[config.mk]
export PLATFORM = sky130hd
export DESIGN_NAME = clock_stop_watchdog
export DESIGN_NICKNAME = d
export VERILOG_FILES = /design/src/include/wdt_pkg.sv /design/src/rtl/clock_stop_watchdog.sv /design/src/rtl/wdt_event_flags.sv /design/src/rtl/wdt_prescaler.sv
export VERILOG_INCLUDE_DIRS = /design/src /design/src/include
export SDC_FILE = /design/constraint.sdc
export NUM_CORES = 1
export LEC_CHECK = 0
export BUFFER_PORTS_ARGS = -buffer_cell sky130_fd_sc_hd__buf_2
export CAP_MARGIN = 10
export CORE_ASPECT_RATIO = 0.75
export CORE_MARGIN = 2
export CORE_UTILIZATION = 57
export DETAILED_ROUTE_END_ITERATION = 12
export PLACE_DENSITY = 0.85
export SYNTH_ARGS = -nofsm -noshare
export SYNTH_HDL_FRONTEND = slang
export SYNTH_SLANG_ARGS = --single-unit
[constraint.sdc]
create_clock -name pclk -period 3.6 [get_ports pclk]
set_clock_uncertainty 0.05 [all_clocks]
set_input_delay 1.08 -clock pclk [delete_from_list [all_inputs] [get_ports pclk]]
set_output_delay 1.08 -clock pclk [all_outputs]
set_load 0.02 [all_outputs]
[src/include/wdt_defs.svh]
// register offsets, field positions, keys and reset values of the clock stop and watchdog block
`ifndef WDT_DEFS_SVH
`define WDT_DEFS_SVH

// ------------------------------------------------------------
// register byte offsets
// ------------------------------------------------------------
`define OFS_STOP_CTRL 8'h04
`define OFS_COUNT 8'h08
`define OFS_CSR 8'h0c
`define OFS_STOP_CTRL_SECOND 8'h10
`define OFS_CTRL_SECOND 8'h14
`define OFS_IRQ_STATUS 8'h18
`define OFS_IRQ_MASK 8'h1c

// ------------------------------------------------------------
// write keys and access shape
// ------------------------------------------------------------
`define KEY_COUNT 8'h5a
`define KEY_CSR 8'ha5
`define STRB_HALF 4'b0011
`define STRB_BYTE0 4'b0001

// ------------------------------------------------------------
// field positions
// ------------------------------------------------------------
`define BIT_TU_STOP 2
`define BIT_UB_STOP 0
`define BIT_INTERVAL_OVERFLOW_FLAG 3
`define BIT_WATCHDOG_OVERFLOW_FLAG 4
`define BIT_RSTS 5
`define BIT_MODE 6
`define BIT_CKS_HIGH 0
`define EV_INTERVAL_OVERFLOW_FLAG 0
`define EV_WATCHDOG_OVERFLOW_FLAG 1

// ------------------------------------------------------------
// reset values and masks
// ------------------------------------------------------------
`define RST_BYTE 8'h00
`define RST_WORD 32'h0000_0000
`define MASK_STOP_CTRL 8'h04
`define MASK_STOP_CTRL_SECOND 8'h01
`define MASK_CSR_SW 8'hf7
`define COUNT_MAX 8'hff

`endif

[src/include/wdt_pkg.sv]
// types shared by the clock stop and watchdog block
package wdt_pkg;

   typedef enum logic [1:0] {
      ST_IDLE = 2'b01,
      ST_DONE = 2'b10
   } apb_state_e;

   typedef struct packed {
      apb_state_e st;
      logic pready;
      logic pslverr;
      logic [31:0] prdata;
      logic [7:0] stop_ctrl;
      logic [7:0] stop_ctrl_second;
      logic [7:0] count;
      logic [7:0] csr;
      logic [7:0] ctrl_second;
      logic rst_poweron;
      logic rst_manual;
      logic tu_run;
      logic ub_run;
   } main_state_s;

   typedef struct packed {
      logic [15:0] cnt;
      logic tick;
   } presc_state_s;

   typedef struct packed {
      logic [1:0] status;
      logic [1:0] mask;
      logic irq;
   } flags_state_s;

endpackage : wdt_pkg

[src/rtl/clock_stop_watchdog.sv]
// module clock stop control and watchdog/interval timer behind an apb slave
//
// Function
// - timer unit stop bit gates its clock
// - gated timer unit keeps its state
// - break unit stop bit gates, stops unit
// - stopped break register accesses are unspecified
// - clearing break stop bit restarts clock
// - eight bit up counter on count clock
// - overflow gives reset or interrupt by mode
// - counter cleared only by power-on reset
// - counter write needs half word, key 5a
// - counter and status read back current value
// - status register survives watchdog internal reset
// - status write needs half word, key a5
// - four select bits pick sixteen divisions
// - mode bit zero interval, one watchdog
// - overflow flag set matches current mode
//
// The APB register port was chosen for this implementation.
`timescale 1ns/100ps
`include "wdt_defs.svh"
module clock_stop_watchdog (
   input wire logic pclk,
   input wire logic presetn,
   input wire logic psel,
   input wire logic penable,
   input wire logic pwrite,
   input wire logic [7:0] paddr,
   input wire logic [31:0] pwdata,
   input wire logic [3:0] pstrb,
   output logic pready,
   output logic pslverr,
   output logic [31:0] prdata,
   output logic timer_unit_clock_run,
   output logic user_break_clock_run,
   output logic user_break_stopped,
   output logic wdt_poweron_reset_req,
   output logic wdt_manual_reset_req,
   output logic irq
);
   wdt_pkg::main_state_s s_q, s_d;

   logic tick;
   logic [1:0] ev_set;
   logic [1:0] ev_status;
   logic [1:0] ev_mask;
   logic ev_irq;
   logic xfer;
   logic wr;
   logic rd;
   logic cnt_wr_ok;
   logic csr_wr_ok;
   logic ovf;
   logic [3:0] clk_sel;

   // ------------------------------------------------------------
   // helpers
   // ------------------------------------------------------------
   function automatic logic hit(input logic [7:0] a, input logic [7:0] ofs);
      hit = (a[7:2] == ofs[7:2]);
   endfunction : hit

   function automatic logic mapped(input logic [7:0] a);
      mapped = hit(a, `OFS_STOP_CTRL) | hit(a, `OFS_COUNT) | hit(a, `OFS_CSR) |
               hit(a, `OFS_STOP_CTRL_SECOND) | hit(a, `OFS_CTRL_SECOND) |
               hit(a, `OFS_IRQ_STATUS) | hit(a, `OFS_IRQ_MASK);
   endfunction : mapped

   function automatic logic keyed(input logic [3:0] strb, input logic [31:0] d, input logic [7:0] key);
      keyed = (strb == `STRB_HALF) & (d[15:8] == key);
   endfunction : keyed

   // ------------------------------------------------------------
   // bus decode
   // ------------------------------------------------------------
   // the transfer completes at the edge where our registered pready is seen high
   assign xfer = psel & penable & (s_q.st == wdt_pkg::ST_DONE);
   assign wr = xfer & pwrite & mapped(paddr);
   assign rd = psel & penable & ~pwrite & (s_q.st == wdt_pkg::ST_IDLE);

   // bad key or width drops write
   assign cnt_wr_ok = wr & hit(paddr, `OFS_COUNT) & keyed(pstrb, pwdata, `KEY_COUNT);
   assign csr_wr_ok = wr & hit(paddr, `OFS_CSR) & keyed(pstrb, pwdata, `KEY_CSR);

   assign clk_sel = {s_q.ctrl_second[`BIT_CKS_HIGH], s_q.csr[2:0]};

   // a write in the same cycle replaces the count, so no overflow is taken then
   assign ovf = tick & ~cnt_wr_ok & (s_q.count == `COUNT_MAX);

   assign ev_set[`EV_INTERVAL_OVERFLOW_FLAG] = ovf & ~s_q.csr[`BIT_MODE];
   assign ev_set[`EV_WATCHDOG_OVERFLOW_FLAG] = ovf & s_q.csr[`BIT_MODE];

   // ------------------------------------------------------------
   // next state
   // ------------------------------------------------------------
   always_comb begin
      s_d = s_q;
      s_d.rst_poweron = 1'b0;
      s_d.rst_manual = 1'b0;

      case (s_q.st)
         wdt_pkg::ST_IDLE: begin
            s_d.pready = 1'b0;
            if (psel & penable) begin
               s_d.st = wdt_pkg::ST_DONE;
               s_d.pready = 1'b1;
               s_d.pslverr = ~mapped(paddr);
               s_d.prdata = `RST_WORD;
               if (rd) begin
                  if (hit(paddr, `OFS_STOP_CTRL)) begin
                     s_d.prdata = {24'h00_0000, s_q.stop_ctrl};
                  end else if (hit(paddr, `OFS_COUNT)) begin
                     s_d.prdata = {24'h00_0000, s_q.count};
                  end else if (hit(paddr, `OFS_CSR)) begin
                     s_d.prdata = {24'h00_0000, s_q.csr};
                  end else if (hit(paddr, `OFS_STOP_CTRL_SECOND)) begin
                     s_d.prdata = {24'h00_0000, s_q.stop_ctrl_second};
                  end else if (hit(paddr, `OFS_CTRL_SECOND)) begin
                     s_d.prdata = {24'h00_0000, s_q.ctrl_second};
                  end else if (hit(paddr, `OFS_IRQ_STATUS)) begin
                     s_d.prdata = {30'h0000_0000, ev_status};
                  end else if (hit(paddr, `OFS_IRQ_MASK)) begin
                     s_d.prdata = {30'h0000_0000, ev_mask};
                  end
               end
            end
         end
         wdt_pkg::ST_DONE: begin
            s_d.st = wdt_pkg::ST_IDLE;
            s_d.pready = 1'b0;
            s_d.pslverr = 1'b0;
            // data zeroed after the answer so a stale read never lingers
            s_d.prdata = `RST_WORD;
         end
         default: begin
            s_d.st = wdt_pkg::ST_IDLE;
            s_d.pready = 1'b0;
            s_d.pslverr = 1'b0;
            s_d.prdata = `RST_WORD;
         end
      endcase

      if (wr & hit(paddr, `OFS_STOP_CTRL) & pstrb[0]) begin
         s_d.stop_ctrl = pwdata[7:0] & `MASK_STOP_CTRL;
      end
      // break unit stop bit, cleared to restart
      if (wr & hit(paddr, `OFS_STOP_CTRL_SECOND) & pstrb[0]) begin
         s_d.stop_ctrl_second = pwdata[7:0] & `MASK_STOP_CTRL_SECOND;
      end
      if (wr & hit(paddr, `OFS_CTRL_SECOND) & pstrb[0]) begin
         s_d.ctrl_second = {7'h00, pwdata[`BIT_CKS_HIGH]};
      end
      // run flags kept in flops so the gate enables leave no logic behind them
      s_d.tu_run = ~s_d.stop_ctrl[`BIT_TU_STOP];
      s_d.ub_run = ~s_d.stop_ctrl_second[`BIT_UB_STOP];

      if (cnt_wr_ok) begin
         s_d.count = pwdata[7:0];
      end else if (tick) begin
         s_d.count = s_q.count + 8'h01;
      end

      // keyed status write, interval flag only readable
      if (csr_wr_ok) begin
         s_d.csr = (pwdata[7:0] & `MASK_CSR_SW) | (s_q.csr & ~`MASK_CSR_SW);
      end
      // flag set follows mode, set beats write
      if (ev_set[`EV_INTERVAL_OVERFLOW_FLAG]) begin
         s_d.csr[`BIT_INTERVAL_OVERFLOW_FLAG] = 1'b1;
      end
      if (ev_set[`EV_WATCHDOG_OVERFLOW_FLAG]) begin
         s_d.csr[`BIT_WATCHDOG_OVERFLOW_FLAG] = 1'b1;
         s_d.rst_poweron = ~s_q.csr[`BIT_RSTS];
         s_d.rst_manual = s_q.csr[`BIT_RSTS];
      end
   end

   // ------------------------------------------------------------
   // state register
   // ------------------------------------------------------------
   // only the power-on reset clears count, and status
   always_ff @(posedge pclk or negedge presetn) begin
      if (!presetn) begin
         s_q.st <= wdt_pkg::ST_IDLE;
         s_q.pready <= 1'b0;
         s_q.pslverr <= 1'b0;
         s_q.prdata <= `RST_WORD;
         s_q.stop_ctrl <= `RST_BYTE;
         s_q.stop_ctrl_second <= `RST_BYTE;
         s_q.count <= `RST_BYTE;
         s_q.csr <= `RST_BYTE;
         s_q.ctrl_second <= `RST_BYTE;
         s_q.rst_poweron <= 1'b0;
         s_q.rst_manual <= 1'b0;
         s_q.tu_run <= 1'b1;
         s_q.ub_run <= 1'b1;
      end else begin
         s_q <= s_d;
      end
   end

   // ------------------------------------------------------------
   // children
   // ------------------------------------------------------------
   // the divider never stops, so a stopped count only loses its phase, not its value
   wdt_prescaler u_presc (
      .pclk(pclk),
      .presetn(presetn),
      .sel(clk_sel),
      .tick(tick)
   );

   wdt_event_flags #(.N(2)) u_flags (
      .pclk(pclk),
      .presetn(presetn),
      .set_ev(ev_set),
      .clr_we(wr & hit(paddr, `OFS_IRQ_STATUS) & pstrb[0]),
      .clr_data(pwdata[1:0]),
      .mask_we(wr & hit(paddr, `OFS_IRQ_MASK) & pstrb[0]),
      .mask_data(pwdata[1:0]),
      .status(ev_status),
      .mask(ev_mask),
      .irq(ev_irq)
   );

   // ------------------------------------------------------------
   // outputs
   // ------------------------------------------------------------
   assign pready = s_q.pready;
   assign pslverr = s_q.pslverr;
   assign prdata = s_q.prdata;
   // no edges reach the stopped timer unit, so it holds
   assign timer_unit_clock_run = s_q.tu_run;
   // break unit registers are left unspecified while stopped
   assign user_break_clock_run = s_q.ub_run;
   assign user_break_stopped = s_q.stop_ctrl_second[`BIT_UB_STOP];
   assign wdt_poweron_reset_req = s_q.rst_poweron;
   assign wdt_manual_reset_req = s_q.rst_manual;
   assign irq = ev_irq;
endmodule : clock_stop_watchdog

[src/rtl/wdt_event_flags.sv]
// sticky event flags with write-one-to-clear, a mask and one level interrupt
`timescale 1ns/100ps
module wdt_event_flags #(
   parameter int N = 2
) (
   input wire logic pclk,
   input wire logic presetn,
   input wire logic [N-1:0] set_ev,
   input wire logic clr_we,
   input wire logic [N-1:0] clr_data,
   input wire logic mask_we,
   input wire logic [N-1:0] mask_data,
   output logic [N-1:0] status,
   output logic [N-1:0] mask,
   output logic irq
);
   wdt_pkg::flags_state_s s_q, s_d;

   // ------------------------------------------------------------
   // flags
   // ------------------------------------------------------------
   always_comb begin
      s_d = s_q;
      if (clr_we) begin
         s_d.status = s_q.status & ~clr_data;
      end
      // a new event beats a clear in the same cycle
      s_d.status = s_d.status | set_ev;
      if (mask_we) begin
         s_d.mask = mask_data;
      end
      s_d.irq = |(s_d.status & s_d.mask);
   end

   always_ff @(posedge pclk or negedge presetn) begin
      if (!presetn) begin
         s_q <= '0;
      end else begin
         s_q <= s_d;
      end
   end

   assign status = s_q.status;
   assign mask = s_q.mask;
   assign irq = s_q.irq;
endmodule : wdt_event_flags

[src/rtl/wdt_prescaler.sv]
// free-running divider that yields one count tick per selected division of pclk
`timescale 1ns/100ps
module wdt_prescaler (
   input wire logic pclk,
   input wire logic presetn,
   input wire logic [3:0] sel,
   output logic tick
);
   wdt_pkg::presc_state_s s_q, s_d;

   function automatic logic pick(input logic [15:0] c, input logic [3:0] k);
      pick = c[k];
   endfunction : pick

   // ------------------------------------------------------------
   // divider
   // ------------------------------------------------------------
   // a select change may give one short period; software should clear the count after it
   always_comb begin
      s_d = s_q;
      s_d.cnt = s_q.cnt + 16'h0001;
      s_d.tick = pick(s_d.cnt, sel) & ~pick(s_q.cnt, sel);
   end

   always_ff @(posedge pclk or negedge presetn) begin
      if (!presetn) begin
         s_q <= '0;
      end else begin
         s_q <= s_d;
      end
   end

   assign tick = s_q.tick;
endmodule : wdt_prescaler
; ---- Word level (Yosys, flattened, before mapping)
; Index checks and enable logic that the tools add are counted.
[op_classes]
n_addsub = 2
magnitude_cmp = 1
n_eq_ne = 14
mux = 24
bitwise_logic = 46
reduce_logical = 4
[op_table]
columns = operator, n
row1 = 36-bit two-way mux, 2
row2 = 8-bit two-way mux, 6
row3 = 1-bit AND, 27
row4 = "6-bit by 3-bit equality test with 1-bit output, second input constant", 4
row5 = "16-bit by 1-bit adder with 16-bit output, second input constant", 1
row6 = "8-bit equality test, second input constant", 2
row7 = 2-bit two-way mux, 7
row8 = "6-bit by 2-bit equality test with 1-bit output, second input constant", 2
row9 = "8-bit by 1-bit adder with 8-bit output, second input constant", 1
row10 = 1-bit binary-select mux with 4-bit select, 2
row11 = "8-bit by 7-bit equality test with 1-bit output, second input constant", 1
row12 = 1-bit NOT, 8
row13 = 8-bit by 4-bit bitwise OR with 8-bit output, 1
row14 = "6-bit by 1-bit equality test with 1-bit output, second input constant", 1
row15 = 1-bit bitwise OR, 6
row16 = 2-bit nonzero test, 3
row17 = "4-bit by 5-bit less-than comparator with 1-bit output, second input constant", 1
row18 = 1-bit two-way mux, 5
row19 = 5-bit two-way mux, 1
row20 = 2-bit AND, 2
row21 = "4-bit by 2-bit equality test with 1-bit output, second input constant", 1
row22 = 3-bit two-way mux, 1
row23 = "2-bit by 1-bit equality test with 1-bit output, second input constant", 1
row24 = "2-bit equality test, second input constant", 1
row25 = 4 further kinds, 4
[totals]
reg_bits = 81
inputBits = 49
word_cells = 111

; ---- Logic depth before layout (Yosys ltp)
[depth]
ltp_word = 17
ltp_mapped = 8
mapped_depth_nobuf = 7

; ---- By module
; A second synthesis with hierarchy kept.
[hier_totals]
hier_cells = 311
area_unflattened_um2 = 3199.3
[modules_own_cells]
columns = module, instances, cells_each, area_per_inst_um2, seq_area_each_um2
row1 = clock_stop_watchdog, 1, 198, 2059.5, 879.6
row2 = wdt_prescaler, 1, 101, 957.2, 425.4
row3 = wdt_event_flags, 1, 12, 182.7, 125.1

; ---- Worst setup path before layout
; No wires, ideal clock.
[synth_timing]
path_type = in2reg
startpoint = input paddr[5]
endpoint = register s_q, in the netlist clk_sel[0]
arrival_ps = 2442
setup_slack_ps = 983
stages = 6
path_buffers = 2
path_cell_list = nor4_2 and3_1 clkbuf_1 and4b_1 buf_4 mux2_2
[synth_via]
elab_chain_cells = 10
elab_cells_between_ends = 16
cone_classes = eq/ne: 7 / bitwise: 9
[synth_rtl]
columns = element, line
row1 = start: declaration, clock_stop_watchdog.sv:29  ; input wire logic [7:0] paddr,
row2 = 6-bit by 1-bit equality test with 1-bit output / 6-bit by 2-bit equality test with 1-bit output (equally long branches), clock_stop_watchdog.sv:61  ; hit = (a[7:2] == ofs[7:2]);
row3 = 1-bit bitwise OR (6 in a row), clock_stop_watchdog.sv:65  ; mapped = hit(a, `OFS_STOP_CTRL) | hit(a, `OFS_COUNT) | hit(a, `OFS_CSR) |
row4 = 1-bit AND, clock_stop_watchdog.sv:79  ; assign wr = xfer & pwrite & mapped(paddr);
row5 = 1-bit AND (*) (2 in a row), clock_stop_watchdog.sv:84  ; assign csr_wr_ok = wr & hit(paddr, `OFS_CSR) & keyed(pstrb, pwdata, `KEY_CSR);
row6 = end: declaration, clock_stop_watchdog.sv:42  ; wdt_pkg::main_state_s s_q, s_d;
; Every way passes the cells marked *; elsewhere a longest branch is shown, timed or not.
; A chain may end at the register's enable or synchronous reset.

; ---- Worst setup path after layout
[layout_timing]
startpoint = input paddr[5]
endpoint = register s_q[18] (netlist name)
; Same word-level chain as after synthesis.

==> results.py <==
metrics = {
    "outcome": {
        "status": "finished clean",
    },
    "sta": {
        "hold_violations": 0,
        "min_period_ns": 2.77,
        "rsz0062_at_grt": "no",
        "relSlewSlack": 0.547,
        "timing.final.crit_share": 0.769,
        "tightestPinTransition_ns": 0.679,
        "slew_violations": 0,
        "max_freq_mhz": 361,
        "holdWs_ns": 0.384,
        "tns_ns": 0,
        "setup_viol": 0,
    },
    "clock_network": {
        "h-tree-depth": 3,
        "clk_latency_ns": 0.36,
        "clkSinkCount": 57,
        "cts_setup_buffers": 0,
        "clock_path_buffers": 2,
        "root_buffer": "clkbuf_8",
        "cts_tree": "yes",
        "cts_buffers": 9,
        "clk_pin_slew_worst_paths_ns": 0.07,
        "cts_resized": 0,
        "postCtsHoldBufs": 0,
    },
    "worst_setup_path": {
        "critPathKind": "in -> reg",
        "r2r_start": "u_presc.s_q[1]$_DFF_PN0_",
        "path_max_fanout": 8,
        "crit_arrival_ns": 2.96,
        "startpoint": "paddr[5]",
        "regToRegSetupSlack_ns": 1.30,
        "worstReg2RegEnd": "u_presc.tick$_DFF_PN0_",
        "ff2ff_path_depth": 6,
        "critPathCaptureType": "flop",
        "cp.required_ns": 3.79,
        "crit_path_start_kind": "primary input",
    },
    "min_path": {
        "min_path_type": "reg -> reg",
        "whs_path_depth": 1,
        "min_to": "timer_unit_clock_run$_DFF_PN1_",
        "min_from": "s_q[38]$_DFF_PN0_",
    },
    "global_route": {
        "first_global_vias": 2394,
        "grt_first_pass_wirelength_mm": 12.0,
        "antenna_found_initial": 0,
        "grt_max_degree": 29,
        "grt_use_total": 0.244,
        "grt-ovfl-total": 0,
    },
    "route": {
        "vias": 2573,
        "drtIter0Drc": 321,
        "wl_mm": 7.23,
        "antenna_left": 0,
        "firstDrtPassIters": 4,
        "via_per_inst": 5.82,
        "drc": 0,
        "wl_per_cell_um": 16.3,
    },
    "logic_synthesis": {
        "async_flop_share": 1.00,
        "synth_top_family_by_area": "simple AND/OR/NAND/NOR gates",
        "ys_seq_area_frac": 0.427,
        "synth-seq-cells": 57,
        "syn_area_um2": 3350,
        "yosys.area.top_type": "dfrtp_1",
        "synth_warnings": 0,
        "synth_cell_types": 63,
        "synthXorXnorAreaFrac": 0.0571,
        "syn_inst": 324,
        "synthAdderAreaFrac": 0.00747,
        "synth_edf_count": 0,
        "muxShareOfSynthArea": 0.102,
        "synthSimpleGateAreaFrac": 0.186,
        "ys_top_cells_by_area": "dfrtp_1 40%, buf_4 7.4%, nand2_1 3.6%, o21ai_0 3.1%, xnor2_1 2.9%",
        "synth_ff_type": "dfrtp_1",
        "avgSynthCellArea_um2": 10.3,
        "yosysTopAreaCellShare": 0.403,
        "synth_compound_area_frac": 0.0986,
    },
    "placement": {
        "portBuffers": 46,
        "dpl.hpwl_mm": 5.33,
        "gp_congestion": 0.911,
    },
    "floorplanning": {
        "fp.coreArea_um2": 5740,
        "fp-row-count": 24,
        "ioPinCount": 89,
        "fp.dieW_um": 92.5,
        "die_area_um2": 6510,
        "initial_core_util": 0.584,
        "die_h_um": 70.4,
    },
    "flow_run": {
        "maxCapViolCount": 0,
    },
    "finish": {
        "fillCellCount": 486,
        "drive_gt1_frac": 0.247,
        "syn_to_final_growth_pct": 7.54,
        "final_nets": 410,
        "utilization": 0.628,
        "antennaDiodeCount": 0,
    },
    "power": {
        "p_leak_uw": 0.00172,
        "ir_drop_mv": 0.199,
        "p_total_uw": 1370,
        "power_density_nw_per_um2": 381,
    },
}
[critical path, cell delays in order]
cell,delay [ns]
buf_2,0.11
nor3_1,0.41
o31a_1,0.31
nand3_1,0.11
and4b_1,0.55
mux2_2,0.38
[logic make-up (layout without fill, tap and decap cells)]
family	count (synthesis)	in the layout
DFF	57	57
buffers and inverters	60	77
AOI/OAI and AO/OA	49	49
adders and majority gates	2	2
other	1	24
muxes	22	22
xor gates and xnor gates	21	21
and+or+nand+nor	112	112
[synth_stat cells (2+ instances only)]
master	count
a21oi_1	3
a22o_1	2
a22oi_1	5
and2_1	2
and3_1	6
and4_1	2
and4b_1	2
buf_2	5
buf_4	33
clkbuf_1	5
clkbuf_8	4
dfrtp_1	54
dfstp_2	3
ha_1	2
inv_1	12
mux2_2	7
mux2i_1	7
mux4_1	3
mux4_2	4
nand2_1	32
nand2b_1	3
nand3_1	14
nand3b_1	3
nand4_1	9
nor2_1	18
nor3b_1	2
nor4_1	2
nor4b_1	2
nor4bb_1	4
o2111ai_1	2
o21ai_0	21
o22ai_1	2
xnor2_1	11
xor2_1	9
[placed cells by master, fill, tap and decap left out, types with 3 or more instances in the layout]
| master | instances |
|---|---|
| o21ai_0 | 21 |
| mux2_2 | 7 |
| mux4_2 | 4 |
| conb_1 | 24 |
| mux2i_1 | 7 |
| mux4_1 | 3 |
| xor2_1 | 9 |
| nand4_1 | 9 |
| a22oi_1 | 5 |
| a21oi_1 | 3 |
| and3_1 | 6 |
| dfrtp_1 | 54 |
| clkinv_2 | 3 |
| clkbuf_8 | 11 |
| xnor2_1 | 11 |
| nand3b_1 | 3 |
| buf_4 | 3 |
| nand2_1 | 32 |
| nor4bb_1 | 4 |
| nand3_1 | 14 |
| nor2_1 | 18 |
| dfstp_2 | 3 |
| buf_2 | 46 |
| nand2b_1 | 3 |
| inv_1 | 12 |
[state kept, by name, summed over array words and instances (netlist names)]
| signal | flops |
|---|---|
| s_q | 16 |
| u_presc.s_q | 16 |
| prdata | 8 |
| clk_sel | 4 |
| u_flags.mask | 2 |
| u_flags.status | 2 |
| pready | 1 |
| pslverr | 1 |
| timer_unit_clock_run | 1 |
| u_flags.irq | 1 |
| u_presc.tick | 1 |
| user_break_clock_run | 1 |
| user_break_stopped | 1 |
| wdt_manual_reset_req | 1 |
| wdt_poweron_reset_req | 1 |
[metrics by stage]
step,cells,setup WS (ns),cell area (µm²)
after CTS,442,0.916,3600
after detailed placement,426,0.548,3430
after floorplan,347,0.983,3440
final,442,0.831,3600
after global placement,426,0.569,3430
after global routing,442,0.760,3600
[how the worst max path moves through the flow]
stage | to | slack, ns | depth (start not counted)
after floorplan | clk_sel[0]$_DFFE_PN0P_ | 0.98 | 6
after global placement | clk_sel[0]$_DFFE_PN0P_ | 0.57 | 5
after detailed placement | clk_sel[0]$_DFFE_PN0P_ | 0.55 | 6
after CTS | s_q[18]$_DFFE_PN0P_ | 0.92 | 6
after global routing | clk_sel[1]$_DFFE_PN0P_ | 0.76 | 6
final | s_q[18]$_DFFE_PN0P_ | 0.83 | 6
[cell type report]
| cell class | count | area [µm²] | share of cell area |
|---|---|---|---|
| repair buffers | 49 | 253 | 0.0701 |
| inverters | 12 | 45.0 | 0.0125 |
| multi-input cells | 230 | 1600 | 0.445 |
| flip-flops and latches | 57 | 1430 | 0.397 |
| well taps | 78 | 97.6 | 0.0271 |
| clock buffers | 13 | 159 | 0.0441 |
| clock inverters | 3 | 15.0 | 0.00417 |
[routing by layer]
metal	global-route usage	routed length (µm)	vias to the layer above
li1	-	-	1178
met1	0.349	3290	1261
met2	0.343	3160	124
met3	0.0917	675	10
met4	0.0763	102	0
met5	0	0	-
[report_power, final]
part / leakage [µW] / internal (µW) / total, µW / switching (µW)
clock: 0.0000932 / 284 / 539 / 255
combinational: 0.000897 / 51.6 / 148 / 96.3
sequential: 0.000730 / 662 / 686 / 24.2
(Power assumes the default switching activity.)
